`src/logic/slave_io_pkg.sv`:
```
// shared constants for the bus i/o slave control logic
package slave_io_pkg;

	// ****************************************
	// address layout
	// ****************************************
	localparam int          ADDR_W          = 12;
	localparam int          BASE_W          = 8;
	localparam int          PORT_LSB        = 0;
	localparam int          PORT_W          = 4;
	localparam int          BASE_LO_LSB     = 4;
	localparam int          BASE_HI_LSB     = 8;
	localparam int          GROUP_BIT       = 3;
	localparam int          LANE_BIT        = 0;
	localparam int          NARROW_HALF_BIT = 2;
	localparam logic [3:0]  PORT_IRQ_STATUS = 4'h0;
	localparam logic [7:0]  BASE_DEFAULT    = 8'he3;

	// ****************************************
	// interrupt status port layout
	// ****************************************
	localparam int          STATUS_W        = 8;
	localparam int          STATUS_BIT      = 0;
	localparam logic        IRQ_RESET_VAL   = 1'b0;

	// ****************************************
	// acknowledge timing
	// ****************************************
	localparam int          CLK_PERIOD_NS   = 4;
	localparam int          CCLK_PERIOD_NS  = 100;
	localparam int          CHIP_VALID_NS   = 250;
	localparam int          ADDR_SETUP_NS   = 50;
	localparam int          ADDR_SETUP_CYC  = (ADDR_SETUP_NS + CLK_PERIOD_NS - 1) / CLK_PERIOD_NS;
	localparam int          ACK_DEPTH       = 8;
	localparam int          ACK_TAP         = (CHIP_VALID_NS + CCLK_PERIOD_NS - 1) / CCLK_PERIOD_NS;
	localparam int          SYNC_STAGES     = 2;

endpackage : slave_io_pkg

```
`src/logic/bus_io_slave.sv`:
```
// control logic of the bus i/o slave: decode, transceivers, acknowledge, interrupt, chip selects
`timescale 1ns/100ps

// Function
// - transceivers rest inward when idle or writing
// - direction follows qualified read strobe only
// - direction settles before transceiver enable
// - read/write strobes gated by base match
// - idle board holds acknowledge register cleared
// - selected board shifts high per constant clock
// - acknowledge from selectable tap, three-four periods
// - delay covers 250 ns chip read
// - request flag drives shared open-collector interrupt
// - port zero read copies request to status
// - status bit0 set, stable during read
// - port zero write clears request unless a request rises with it
// - even ports low chip, odd high
// - byte-high enable also selects high chip
// - address stable before chip strobes
// - narrow variant: one transceiver, board select
// - narrow variant: chips at 8-B, C-F
// - match address bits 4-B to base, 4-7 only for narrow hosts
// - odd bytes via swap path, words both lanes
module bus_io_slave
	import slave_io_pkg::*;
#(
	parameter bit WIDE_BUS = 1'b1,
	parameter int ACK_SEL  = slave_io_pkg::ACK_TAP
) (
	// clock and reset
	input  wire logic                            clk,
	input  wire logic                            rst_b,
	// bus commands and address, active low pins
	input  wire logic                            ioReadCmd_n,
	input  wire logic                            ioWriteCmd_n,
	input  wire logic [slave_io_pkg::ADDR_W-1:0] addr_n,
	input  wire logic                            byteHighEnable_n,
	input  wire logic                            constClk_n,
	// jumpers
	input  wire logic [slave_io_pkg::BASE_W-1:0] baseAddr,
	input  wire logic                            narrowHost,
	// external interrupt source
	input  wire logic                            extIrqReq,
	// acknowledge tri-state pin
	output logic                                 xackOut_n,
	output logic                                 xackOe,
	// shared interrupt line, open collector
	output logic                                 intLineOut,
	output logic                                 intLineOe,
	// transceiver control
	output logic                                 xcvrSteer,
	output logic                                 xcvrLowEn,
	output logic                                 xcvrHighEn,
	output logic                                 xcvrSwapEn,
	// status driver onto on-board d0
	output logic [slave_io_pkg::STATUS_W-1:0]    statusData,
	output logic                                 statusOe,
	// parallel port chips
	output logic                                 lowChipSel_n,
	output logic                                 highChipSel_n,
	output logic [1:0]                           chipAddr,
	output logic                                 chipRead_n,
	output logic                                 chipWrite_n
);
	import slave_io_pkg::*;

	localparam int TAP_W = $clog2(ACK_DEPTH);

	// ****************************************
	// pin synchronisers
	// ****************************************
	logic [SYNC_STAGES-1:0] rdSync;
	logic [SYNC_STAGES-1:0] wrSync;
	logic [SYNC_STAGES-1:0] bheSync;
	logic [SYNC_STAGES-1:0] cclkSync;
	logic [SYNC_STAGES-1:0] irqSync;
	logic [SYNC_STAGES-1:0] narrowSync;
	logic [ADDR_W-1:0]      addrMeta;
	logic [ADDR_W-1:0]      addrSync;
	logic [BASE_W-1:0]      baseMeta;
	logic [BASE_W-1:0]      baseSync;

	always_ff @(posedge clk or negedge rst_b) begin
		if (!rst_b) begin
			rdSync     <= '0;
			wrSync     <= '0;
			bheSync    <= '0;
			cclkSync   <= '0;
			irqSync    <= '0;
			narrowSync <= '0;
		end else begin
			rdSync     <= {rdSync[0], ~ioReadCmd_n};
			wrSync     <= {wrSync[0], ~ioWriteCmd_n};
			bheSync    <= {bheSync[0], ~byteHighEnable_n};
			cclkSync   <= {cclkSync[0], ~constClk_n};
			irqSync    <= {irqSync[0], extIrqReq};
			narrowSync <= {narrowSync[0], narrowHost};
		end
	end

	// address lines are inverted here so everything after sees true levels
	always_ff @(posedge clk or negedge rst_b) begin
		if (!rst_b) begin
			addrMeta <= '0;
			addrSync <= '0;
			baseMeta <= '0;
			baseSync <= '0;
		end else begin
			addrMeta <= ~addr_n;
			addrSync <= addrMeta;
			baseMeta <= baseAddr;
			baseSync <= baseMeta;
		end
	end

	// ****************************************
	// edge trackers
	// ****************************************
	logic cclkLast;
	logic irqLast;
	logic cclkTick;
	logic irqRise;

	always_ff @(posedge clk or negedge rst_b) begin
		if (!rst_b) begin
			cclkLast <= 1'b0;
			irqLast  <= 1'b0;
		end else begin
			cclkLast <= cclkSync[1];
			irqLast  <= irqSync[1];
		end
	end

	assign cclkTick = cclkSync[1] & ~cclkLast;
	assign irqRise  = irqSync[1] & ~irqLast;

	// ****************************************
	// base address decode
	// ****************************************
	function automatic logic baseMatch(input logic [ADDR_W-1:0] a,
	                                   input logic [BASE_W-1:0] b,
	                                   input logic              narrow);
		logic hiOk;
		logic loOk;
		hiOk = narrow | (a[BASE_HI_LSB +: 4] == b[7:4]);
		loOk = a[BASE_LO_LSB +: 4] == b[3:0];
		return hiOk & loOk;
	endfunction : baseMatch

	logic            addrHit;
	logic [PORT_W-1:0] port;

	// narrow hosts leave bits 8-b undecoded
	assign addrHit = baseMatch(addrSync, baseSync, narrowSync[1]);
	assign port    = addrSync[PORT_LSB +: PORT_W];

	// ****************************************
	// qualified strobes
	// ****************************************
	logic readStrobe;
	logic writeStrobe;
	logic boardSel;
	logic boardSelSeen;

	always_ff @(posedge clk or negedge rst_b) begin
		if (!rst_b) begin
			readStrobe  <= 1'b0;
			writeStrobe <= 1'b0;
		end else begin
			readStrobe  <= rdSync[1] & addrHit;
			writeStrobe <= wrSync[1] & addrHit;
		end
	end

	assign boardSel = readStrobe | writeStrobe;

	always_ff @(posedge clk or negedge rst_b) begin
		if (!rst_b) begin
			boardSelSeen <= 1'b0;
		end else begin
			boardSelSeen <= boardSel;
		end
	end

	// ****************************************
	// transceiver steering
	// ****************************************
	// write strobe is kept out so removing the write never flips the path
	always_ff @(posedge clk or negedge rst_b) begin
		if (!rst_b) begin
			xcvrSteer <= 1'b0;
		end else begin
			xcvrSteer <= readStrobe;
		end
	end

	// enables wait a cycle behind the steer flop: no fight with the master
	logic laneGo;
	logic oddByte;
	logic wordXfer;

	assign laneGo   = boardSel & boardSelSeen;
	assign oddByte  = addrSync[LANE_BIT];
	assign wordXfer = bheSync[1] & ~oddByte;

	always_ff @(posedge clk or negedge rst_b) begin
		if (!rst_b) begin
			xcvrLowEn  <= 1'b0;
			xcvrHighEn <= 1'b0;
			xcvrSwapEn <= 1'b0;
		end else if (!WIDE_BUS) begin
			xcvrLowEn  <= laneGo;
			xcvrHighEn <= 1'b0;
			xcvrSwapEn <= 1'b0;
		end else begin
			xcvrLowEn  <= laneGo & ~oddByte;
			xcvrHighEn <= laneGo & wordXfer;
			xcvrSwapEn <= laneGo & oddByte;
		end
	end

	// ****************************************
	// transfer acknowledge
	// ****************************************
	logic                  ackDone;
	logic [TAP_W-1:0]      tapSel;

	// tap n waits n to n+1 constant clock periods, so tap 3 clears the 250 ns read
	assign tapSel = TAP_W'(ACK_SEL);

	ack_delay #(
		.DEPTH    (ACK_DEPTH)
	) ackDelay (
		.clk      (clk),
		.rst_b    (rst_b),
		.boardSel (boardSel),
		.cclkTick (cclkTick),
		.tapSel   (tapSel),
		.ackDone  (ackDone)
	);

	always_ff @(posedge clk or negedge rst_b) begin
		if (!rst_b) begin
			xackOe    <= 1'b0;
			xackOut_n <= 1'b1;
		end else begin
			xackOe    <= boardSel;
			xackOut_n <= ~(ackDone & boardSel);
		end
	end

	// ****************************************
	// interrupt latches
	// ****************************************
	logic statusPort;
	logic readLast;
	logic writeLast;
	logic statusRead;
	logic statusWrite;
	logic reqFlag;
	logic statusFlag;

	assign statusPort  = port == PORT_IRQ_STATUS;
	assign statusRead  = readStrobe & ~readLast & statusPort;
	assign statusWrite = writeStrobe & ~writeLast & statusPort;

	always_ff @(posedge clk or negedge rst_b) begin
		if (!rst_b) begin
			readLast  <= 1'b0;
			writeLast <= 1'b0;
		end else begin
			readLast  <= readStrobe;
			writeLast <= writeStrobe;
		end
	end

	// sources share the line, so the master polls and clears the one it finds
	irq_latch irqLatch (
		.clk         (clk),
		.rst_b       (rst_b),
		.reqRise     (irqRise),
		.statusRead  (statusRead),
		.statusWrite (statusWrite),
		.reqFlag     (reqFlag),
		.statusFlag  (statusFlag)
	);

	always_ff @(posedge clk or negedge rst_b) begin
		if (!rst_b) begin
			intLineOe  <= 1'b0;
			intLineOut <= 1'b0;
		end else begin
			intLineOe  <= reqFlag;
			intLineOut <= 1'b0;
		end
	end

	// status driven only while the port zero read lasts
	always_ff @(posedge clk or negedge rst_b) begin
		if (!rst_b) begin
			statusOe   <= 1'b0;
			statusData <= '0;
		end else begin
			statusOe   <= readStrobe & readLast & statusPort;
			statusData <= STATUS_W'(statusFlag) << STATUS_BIT;
		end
	end

	// ****************************************
	// parallel port chip selects
	// ****************************************
	logic chipGroup;

	assign chipGroup = addrSync[GROUP_BIT] & addrHit;

	// selects come from the address and byte-high enable alone, which lead the command by the set-up time
	always_ff @(posedge clk or negedge rst_b) begin
		if (!rst_b) begin
			lowChipSel_n  <= 1'b1;
			highChipSel_n <= 1'b1;
			chipAddr      <= '0;
		end else if (!WIDE_BUS) begin
			lowChipSel_n  <= ~(chipGroup & ~addrSync[NARROW_HALF_BIT]);
			highChipSel_n <= ~(chipGroup & addrSync[NARROW_HALF_BIT]);
			chipAddr      <= addrSync[1:0];
		end else begin
			lowChipSel_n  <= ~(chipGroup & ~oddByte);
			highChipSel_n <= ~(chipGroup & (oddByte | bheSync[1]));
			chipAddr      <= addrSync[2:1];
		end
	end

	// strobes trail the selects by the strobe pipeline, never lead them
	always_ff @(posedge clk or negedge rst_b) begin
		if (!rst_b) begin
			chipRead_n  <= 1'b1;
			chipWrite_n <= 1'b1;
		end else begin
			chipRead_n  <= ~(readStrobe & readLast & addrSync[GROUP_BIT]);
			chipWrite_n <= ~(writeStrobe & writeLast & addrSync[GROUP_BIT]);
		end
	end

	// ****************************************
	// checks
	// ****************************************
	idleDir_a: assert property (@(posedge clk) disable iff (!rst_b)
		!readStrobe |=> !xcvrSteer)
		else $error("transceiver not inward while not reading");

	readDir_a: assert property (@(posedge clk) disable iff (!rst_b)
		$fell(writeStrobe) && !readStrobe |=> $stable(xcvrSteer))
		else $error("direction moved when write ended");

	dirFirst_a: assert property (@(posedge clk) disable iff (!rst_b)
		$rose(xcvrLowEn | xcvrHighEn | xcvrSwapEn) |-> $stable(xcvrSteer))
		else $error("transceiver enabled while direction changing");

	strobeQual_a: assert property (@(posedge clk) disable iff (!rst_b)
		!addrHit |=> !readStrobe && !writeStrobe)
		else $error("strobe without base match");

	ackRelease_a: assert property (@(posedge clk) disable iff (!rst_b)
		!boardSel |=> !xackOe && xackOut_n)
		else $error("acknowledge driven while deselected");

	ackEarly_a: assert property (@(posedge clk) disable iff (!rst_b)
		$rose(boardSel) |=> xackOut_n [*8])
		else $error("acknowledge came too early");

	evenSel_a: assert property (@(posedge clk) disable iff (!rst_b)
		WIDE_BUS && chipGroup && !oddByte |=> !lowChipSel_n)
		else $error("even port did not select low chip");

	wordSel_a: assert property (@(posedge clk) disable iff (!rst_b)
		WIDE_BUS && chipGroup && bheSync[1] |=> !highChipSel_n)
		else $error("word access missed high chip");

	narrowSel_a: assert property (@(posedge clk) disable iff (!rst_b)
		!WIDE_BUS && chipGroup |=> lowChipSel_n != highChipSel_n)
		else $error("narrow variant selected both or no chip");

	statusHold_a: assert property (@(posedge clk) disable iff (!rst_b)
		statusOe && $past(statusOe) |-> $stable(statusData))
		else $error("status bit moved during read");

	intLine_a: assert property (@(posedge clk) disable iff (!rst_b)
		reqFlag |=> intLineOe && !intLineOut)
		else $error("interrupt line not pulled while requested");

endmodule : bus_io_slave

```
`src/logic/ack_delay.sv`:
```
// acknowledge delay shift register stepped by the constant bus clock
`timescale 1ns/100ps

module ack_delay
	import slave_io_pkg::*;
#(
	parameter int DEPTH = slave_io_pkg::ACK_DEPTH
) (
	// clock and reset
	input  wire logic                             clk,
	input  wire logic                             rst_b,
	// control
	input  wire logic                             boardSel,
	input  wire logic                             cclkTick,
	input  wire logic [$clog2(DEPTH)-1:0]         tapSel,
	// acknowledge
	output logic                                  ackDone
);
	import slave_io_pkg::*;

	logic [DEPTH-1:0] stages;

	// ****************************************
	// shift register
	// ****************************************
	// the constant clock is unrelated to the bus command, so one period of slop
	always_ff @(posedge clk or negedge rst_b) begin
		if (!rst_b) begin
			stages <= '0;
		end else if (!boardSel) begin
			stages <= '0;
		end else if (cclkTick) begin
			stages <= {stages[DEPTH-2:0], 1'b1};
		end
	end

	always_ff @(posedge clk or negedge rst_b) begin
		if (!rst_b) begin
			ackDone <= 1'b0;
		end else begin
			ackDone <= boardSel & stages[tapSel];
		end
	end

	// ****************************************
	// checks
	// ****************************************
	clearIdle_a: assert property (@(posedge clk) disable iff (!rst_b)
		!boardSel |=> stages == '0 && !ackDone)
		else $error("shift register not held clear while idle");

	shiftOne_a: assert property (@(posedge clk) disable iff (!rst_b)
		boardSel && cclkTick && $past(boardSel) |=> stages == {$past(stages[DEPTH-2:0]), 1'b1})
		else $error("shift register did not step on constant clock");

endmodule : ack_delay

```
`src/logic/irq_latch.sv`:
```
// interrupt request and status latch pair
`timescale 1ns/100ps

module irq_latch (
	// clock and reset
	input  wire logic clk,
	input  wire logic rst_b,
	// events
	input  wire logic reqRise,
	input  wire logic statusRead,
	input  wire logic statusWrite,
	// state
	output logic      reqFlag,
	output logic      statusFlag
);
	import slave_io_pkg::*;

	// ****************************************
	// request flag
	// ****************************************
	// a request arriving with the clearing write still counts
	always_ff @(posedge clk or negedge rst_b) begin
		if (!rst_b) begin
			reqFlag <= IRQ_RESET_VAL;
		end else if (reqRise) begin
			reqFlag <= 1'b1;
		end else if (statusWrite) begin
			reqFlag <= 1'b0;
		end
	end

	// ****************************************
	// status flag
	// ****************************************
	// captured once at the start of the read so d0 stays still under the master
	always_ff @(posedge clk or negedge rst_b) begin
		if (!rst_b) begin
			statusFlag <= IRQ_RESET_VAL;
		end else if (statusRead) begin
			statusFlag <= reqFlag;
		end
	end

	// ****************************************
	// checks
	// ****************************************
	irqClear_a: assert property (@(posedge clk) disable iff (!rst_b)
		statusWrite && !reqRise |=> !reqFlag)
		else $error("write to status port did not clear request");

	irqSetWins_a: assert property (@(posedge clk) disable iff (!rst_b)
		reqRise |=> reqFlag)
		else $error("interrupt request lost");

	statusCopy_a: assert property (@(posedge clk) disable iff (!rst_b)
		statusRead |=> statusFlag == $past(reqFlag))
		else $error("status flag not copied from request");

endmodule : irq_latch

```
`config.mk`:
```
export PLATFORM = sky130hd
export DESIGN_NAME = bus_io_slave
export DESIGN_NICKNAME = d
export VERILOG_FILES = /design/src/logic/slave_io_pkg.sv /design/src/logic/bus_io_slave.sv /design/src/logic/ack_delay.sv /design/src/logic/irq_latch.sv
export SDC_FILE = /design/constraint.sdc
export NUM_CORES = 1
export LEC_CHECK = 0
export BUFFER_PORTS_ARGS = -buffer_cell sky130_fd_sc_hd__buf_4
export CAP_MARGIN = 5
export CORE_UTILIZATION = 57
export DETAILED_ROUTE_END_ITERATION = 12
export PLACE_DENSITY = 0.82
export SLEW_MARGIN = 20
export SYNTH_ARGS = -nofsm -noshare
export SYNTH_HDL_FRONTEND = slang
export SYNTH_HIERARCHICAL = 1
export SYNTH_SLANG_ARGS = --single-unit
```
`constraint.sdc`:
```
create_clock -name clk -period 2.8 [get_ports clk]
set_input_delay 0.28 -clock clk [delete_from_list [all_inputs] [get_ports clk]]
set_output_delay 0.28 -clock clk [all_outputs]
set_load 0.02 [all_outputs]
```
==> impl_metrics.py <==
metrics = {
    "floorplan": {
        "io_pins": 51,
        "fp.dieH_um": 70.27,
        "fp-row-count": 24,
        "dieArea_um2": 4937,
        "die_w_um": 70.27,
        "floorplan.core_area_um2": 4414,
        "initial_core_util": 0.6018,
    },
    "setup_path": {
        "worstSetupPathType": "reg2reg",
        "reg2reg_from": "addrSync[0]",
        "crit_required_ns": 3.03,
        "timing.critical_path.to_type": "register",
        "reg2reg_setup_slack_ns": 1.19,
        "critical_path.max_stage_delay_ns": 0.57,
        "cp_slowest_cell": "sky130_fd_sc_hd__or4_4",
        "crit_path_max_fanout": 5,
        "worst_r2r_path_depth": 3,
        "r2r-end": "irqLatch/statusFlag",
        "critPathArrivalTime_ns": 1.84,
        "ordered_cell_list_for_the_critical_path": "or4_4, nor3b_2, mux2_4",
        "startpoint_type": "register",
    },
    "sta": {
        "fmax_mhz": 620.7,
        "timing_hold_violations_final": 0,
        "finalSetupViolations": 0,
        "skew_ns": 0.004889,
        "setup_slack_ns": 1.189,
        "min_period_over_period": 0.5754,
        "tightestPinTransition_ns": 0.9537,
        "rsz0062_at_grt": "no",
        "finalMaxSlewViolations": 0,
        "final_period_minus_worst_setup_slack_ns": 1.611,
        "timing.max_slew.rel_slack": 0.3642,
        "finalSetupTns_ns": 0,
    },
    "cells_and_area": {
        "area_delta_synth_final_pct": 22.33,
        "fin_area_um2": 3249,
        "n_fill_cell": 281,
        "layout-drive-gt1-share": 0.3128,
        "num-nets-final": 250,
        "diodes_inserted": 0,
        "layout.area.seq_um2": 2083,
        "multi_input_area_um2": 493.0,
    },
    "clock_network": {
        "cts_hold_buf": 0,
        "h-tree-depth": 3,
        "post-cts-setup-buffer-count": 0,
        "postCtsResizedCells": 0,
        "cts.path.max_buffers": 2,
        "later_pin_clock_latency_in_the_skew_report_ns": 0.34,
        "clock_sinks": 83,
        "cts_root_buffer": "sky130_fd_sc_hd__clkbuf_8",
        "cts_tree": "done",
        "cts.reportedPaths.clkPinSlew_ns": 0.08,
        "number_of_buffers_created_by_cts": 9,
    },
    "synthesis": {
        "synth.top_cell.area_share": 0.7348,
        "synthDistinctLibCells": 31,
        "synthDominantAreaCellType": "sky130_fd_sc_hd__dfrtp_1",
        "postSynth.topFlopCell": "sky130_fd_sc_hd__dfrtp_1",
        "synth_area_in_simple_gates": 0.06594,
        "synth_xor_area_frac": 0.02638,
        "yosys.area_share.adder": 0,
        "sequential_element_share_of_the_synthesized_area": 0.7843,
        "ys_warn_count": 6,
        "yosysMostFrequentCell": "sky130_fd_sc_hd__dfrtp_1",
        "syn-cell-area_um2": 2656,
        "synth_enable_flop_cells": 0,
        "complex_gate_fraction_of_the_synthesized_area": 0.02073,
        "syn_avg_cell_area_um2": 16.20,
        "ys_top_cells_by_count": "sky130_fd_sc_hd__dfrtp_1 (78), sky130_fd_sc_hd__inv_1 (18), sky130_fd_sc_hd__nor2b_1 (9)",
        "syn-instance-count": 164,
        "netlist_top_cells_area": "sky130_fd_sc_hd__dfrtp_1 (73%), sky130_fd_sc_hd__dfstp_2 (4.9%), sky130_fd_sc_hd__mux2i_1 (3.0%)",
        "synthArstFlopShare": 1.000,
        "dominant_combinational_cell_family_by_area_after_synthesis": "simple AND/OR/NAND/NOR gates",
        "synth-seq-cells": 83,
        "muxShareOfSynthArea": 0.04993,
    },
    "flow_run": {
        "timing.max_cap.violations": 0,
    },
    "min_path": {
        "timing.hold.worst_endpoint": "irqSync[0]",
        "min_delay_path_depth": 1,
        "hold_class": "in2reg",
        "hp-start": "extIrqReq",
    },
    "route": {
        "ant_nets": 0,
        "drt-total-wl_um": 3524,
        "num_vias": 1291,
        "drc": 0,
        "drt_first_pass_iters": 4,
        "drt_first_iter_violations": 77,
        "wl_per_cell_um": 12.63,
        "avgViaCountPerCell": 4.627,
    },
    "grt": {
        "grt_remaining_overflow": 0,
        "total_track_usage": 0.1709,
        "first_global_vias": 1325,
        "antenna_found_initial": 0,
        "grt_first_pass_wirelength_um": 5996,
        "grt_max_degree": 84,
    },
    "place": {
        "dp_slack_ns": 1.192,
        "detailedPlacementHpwl_um": 2281,
        "port-buffer-count": 42,
        "dpl_cell_area_um2": 3024,
        "gp_congestion": 0.7303,
    },
    "pwr": {
        "max-vdd-ir-drop_v": 0.0004405,
        "leakage_nw": 1.593,
        "pwr_density_cell_nw_per_um2": 703.7,
    },
    "run_status": {
        "run_status": "complete, no violations",
    },
}
## registers in the layout, summed over array words and instances (netlist names), 2 cells and up
| signal | flops |
|---|---|
| baseMeta | 8 |
| ackDelay/stages | 8 |
| chipAddr | 2 |
| addrMeta | 12 |
| bheSync | 2 |
| narrowSync | 2 |
| irqSync | 2 |
| cclkSync | 2 |
| baseSync | 8 |
| rdSync | 2 |
| addrSync | 12 |
| wrSync | 2 |
## layer usage
| metal | global-route usage | share of wire |
|---|---|---|
| met2 | 0.2857 | 0.53 |
| met3 | 0.06638 | 0.057 |
| met1 | 0.1891 | 0.39 |
| met4 | 0.08667 | 0.019 |
| met5 | 0 | 0 |
## cells by family after synthesis
logic type,count (synthesis)
AND/OR/NAND/NOR,26
multiplexers,11
XOR/XNOR,8
flip-flops,83
buffers and inverters,27
other,2
AO/OA/AOI/OAI,7
## how the worst max path moves through the flow
stage	from	endpoint	slack [ns]	cells after the start
after floorplan	addrSync[0]	irqLatch/statusFlag	1.25	3
after global placement	addrSync[0]	irqLatch/statusFlag	1.23	3
after detailed placement	addrSync[0]	irqLatch/statusFlag	1.19	3
after CTS	addrSync[0]	irqLatch/statusFlag	1.18	3
after global routing	addrSync[0]	irqLatch/statusFlag	1.15	3
final	addrSync[0]	irqLatch/statusFlag	1.19	3
## power breakdown
group          internal, mW  total (mW)  switching, mW
Clock                 0.507       0.922          0.415
Combinational        0.0453       0.104         0.0583
Sequential             1.24        1.26         0.0173
## layout by cell type, fill, tap and decap left out, drive strengths merged, types with 2 or more instances in the layout
cell type | netlist | layout
bufinv | 0 | 2
and3 | 3 | 3
nor2b | 9 | 9
conb | 2 | 16
mux2i | 8 | 8
nand2 | 2 | 2
nor3b | 2 | 2
mux2 | 2 | 2
dfstp | 5 | 5
nor2 | 3 | 3
xor2 | 4 | 4
clkinv | 0 | 2
inv | 18 | 19
nand3 | 2 | 2
buf | 9 | 42
dfrtp | 78 | 78
clkinvlp | 0 | 2
xnor2 | 4 | 4
clkbuf | 0 | 9
## critical path: cells and delay by family, from the launching register on
kind	cells	cell delay, ns
and+or+nand+nor	2	0.77
DFF	1	0.42
muxes	1	0.32
## final cells by class
| cell class | count | share of cell area |
|---|---|---|
| Clock inverter | 7 | 0.03119 |
| Sequential cell | 83 | 0.6411 |
| Timing Repair Buffer | 42 | 0.09703 |
| Tap cell | 52 | 0.02002 |
| Clock buffer | 9 | 0.03812 |
| Inverter | 18 | 0.02079 |
| Multi-Input combinational cell | 68 | 0.1517 |
## stage by stage
| step | total power [mW] | hold WS, ns | std cells | utilization |
|---|---|---|---|---|
| 3_3_place_gp | 1.384 | 0.3319 | 263 | 0.6851 |
| 3_5_place_dp | 1.390 | 0.3347 | 263 | 0.6851 |
| 5_1_grt | 2.377 | 0.01217 | 279 | 0.7361 |
| 2_1_floorplan | 1.333 | -0.01559 | 178 | - |
| 4_1_cts | 2.309 | 0.01801 | 279 | 0.7361 |
| 6_report | 2.286 | 0.03676 | 279 | 0.7361 |
Note: power is estimated with default switching activity, not from simulation.
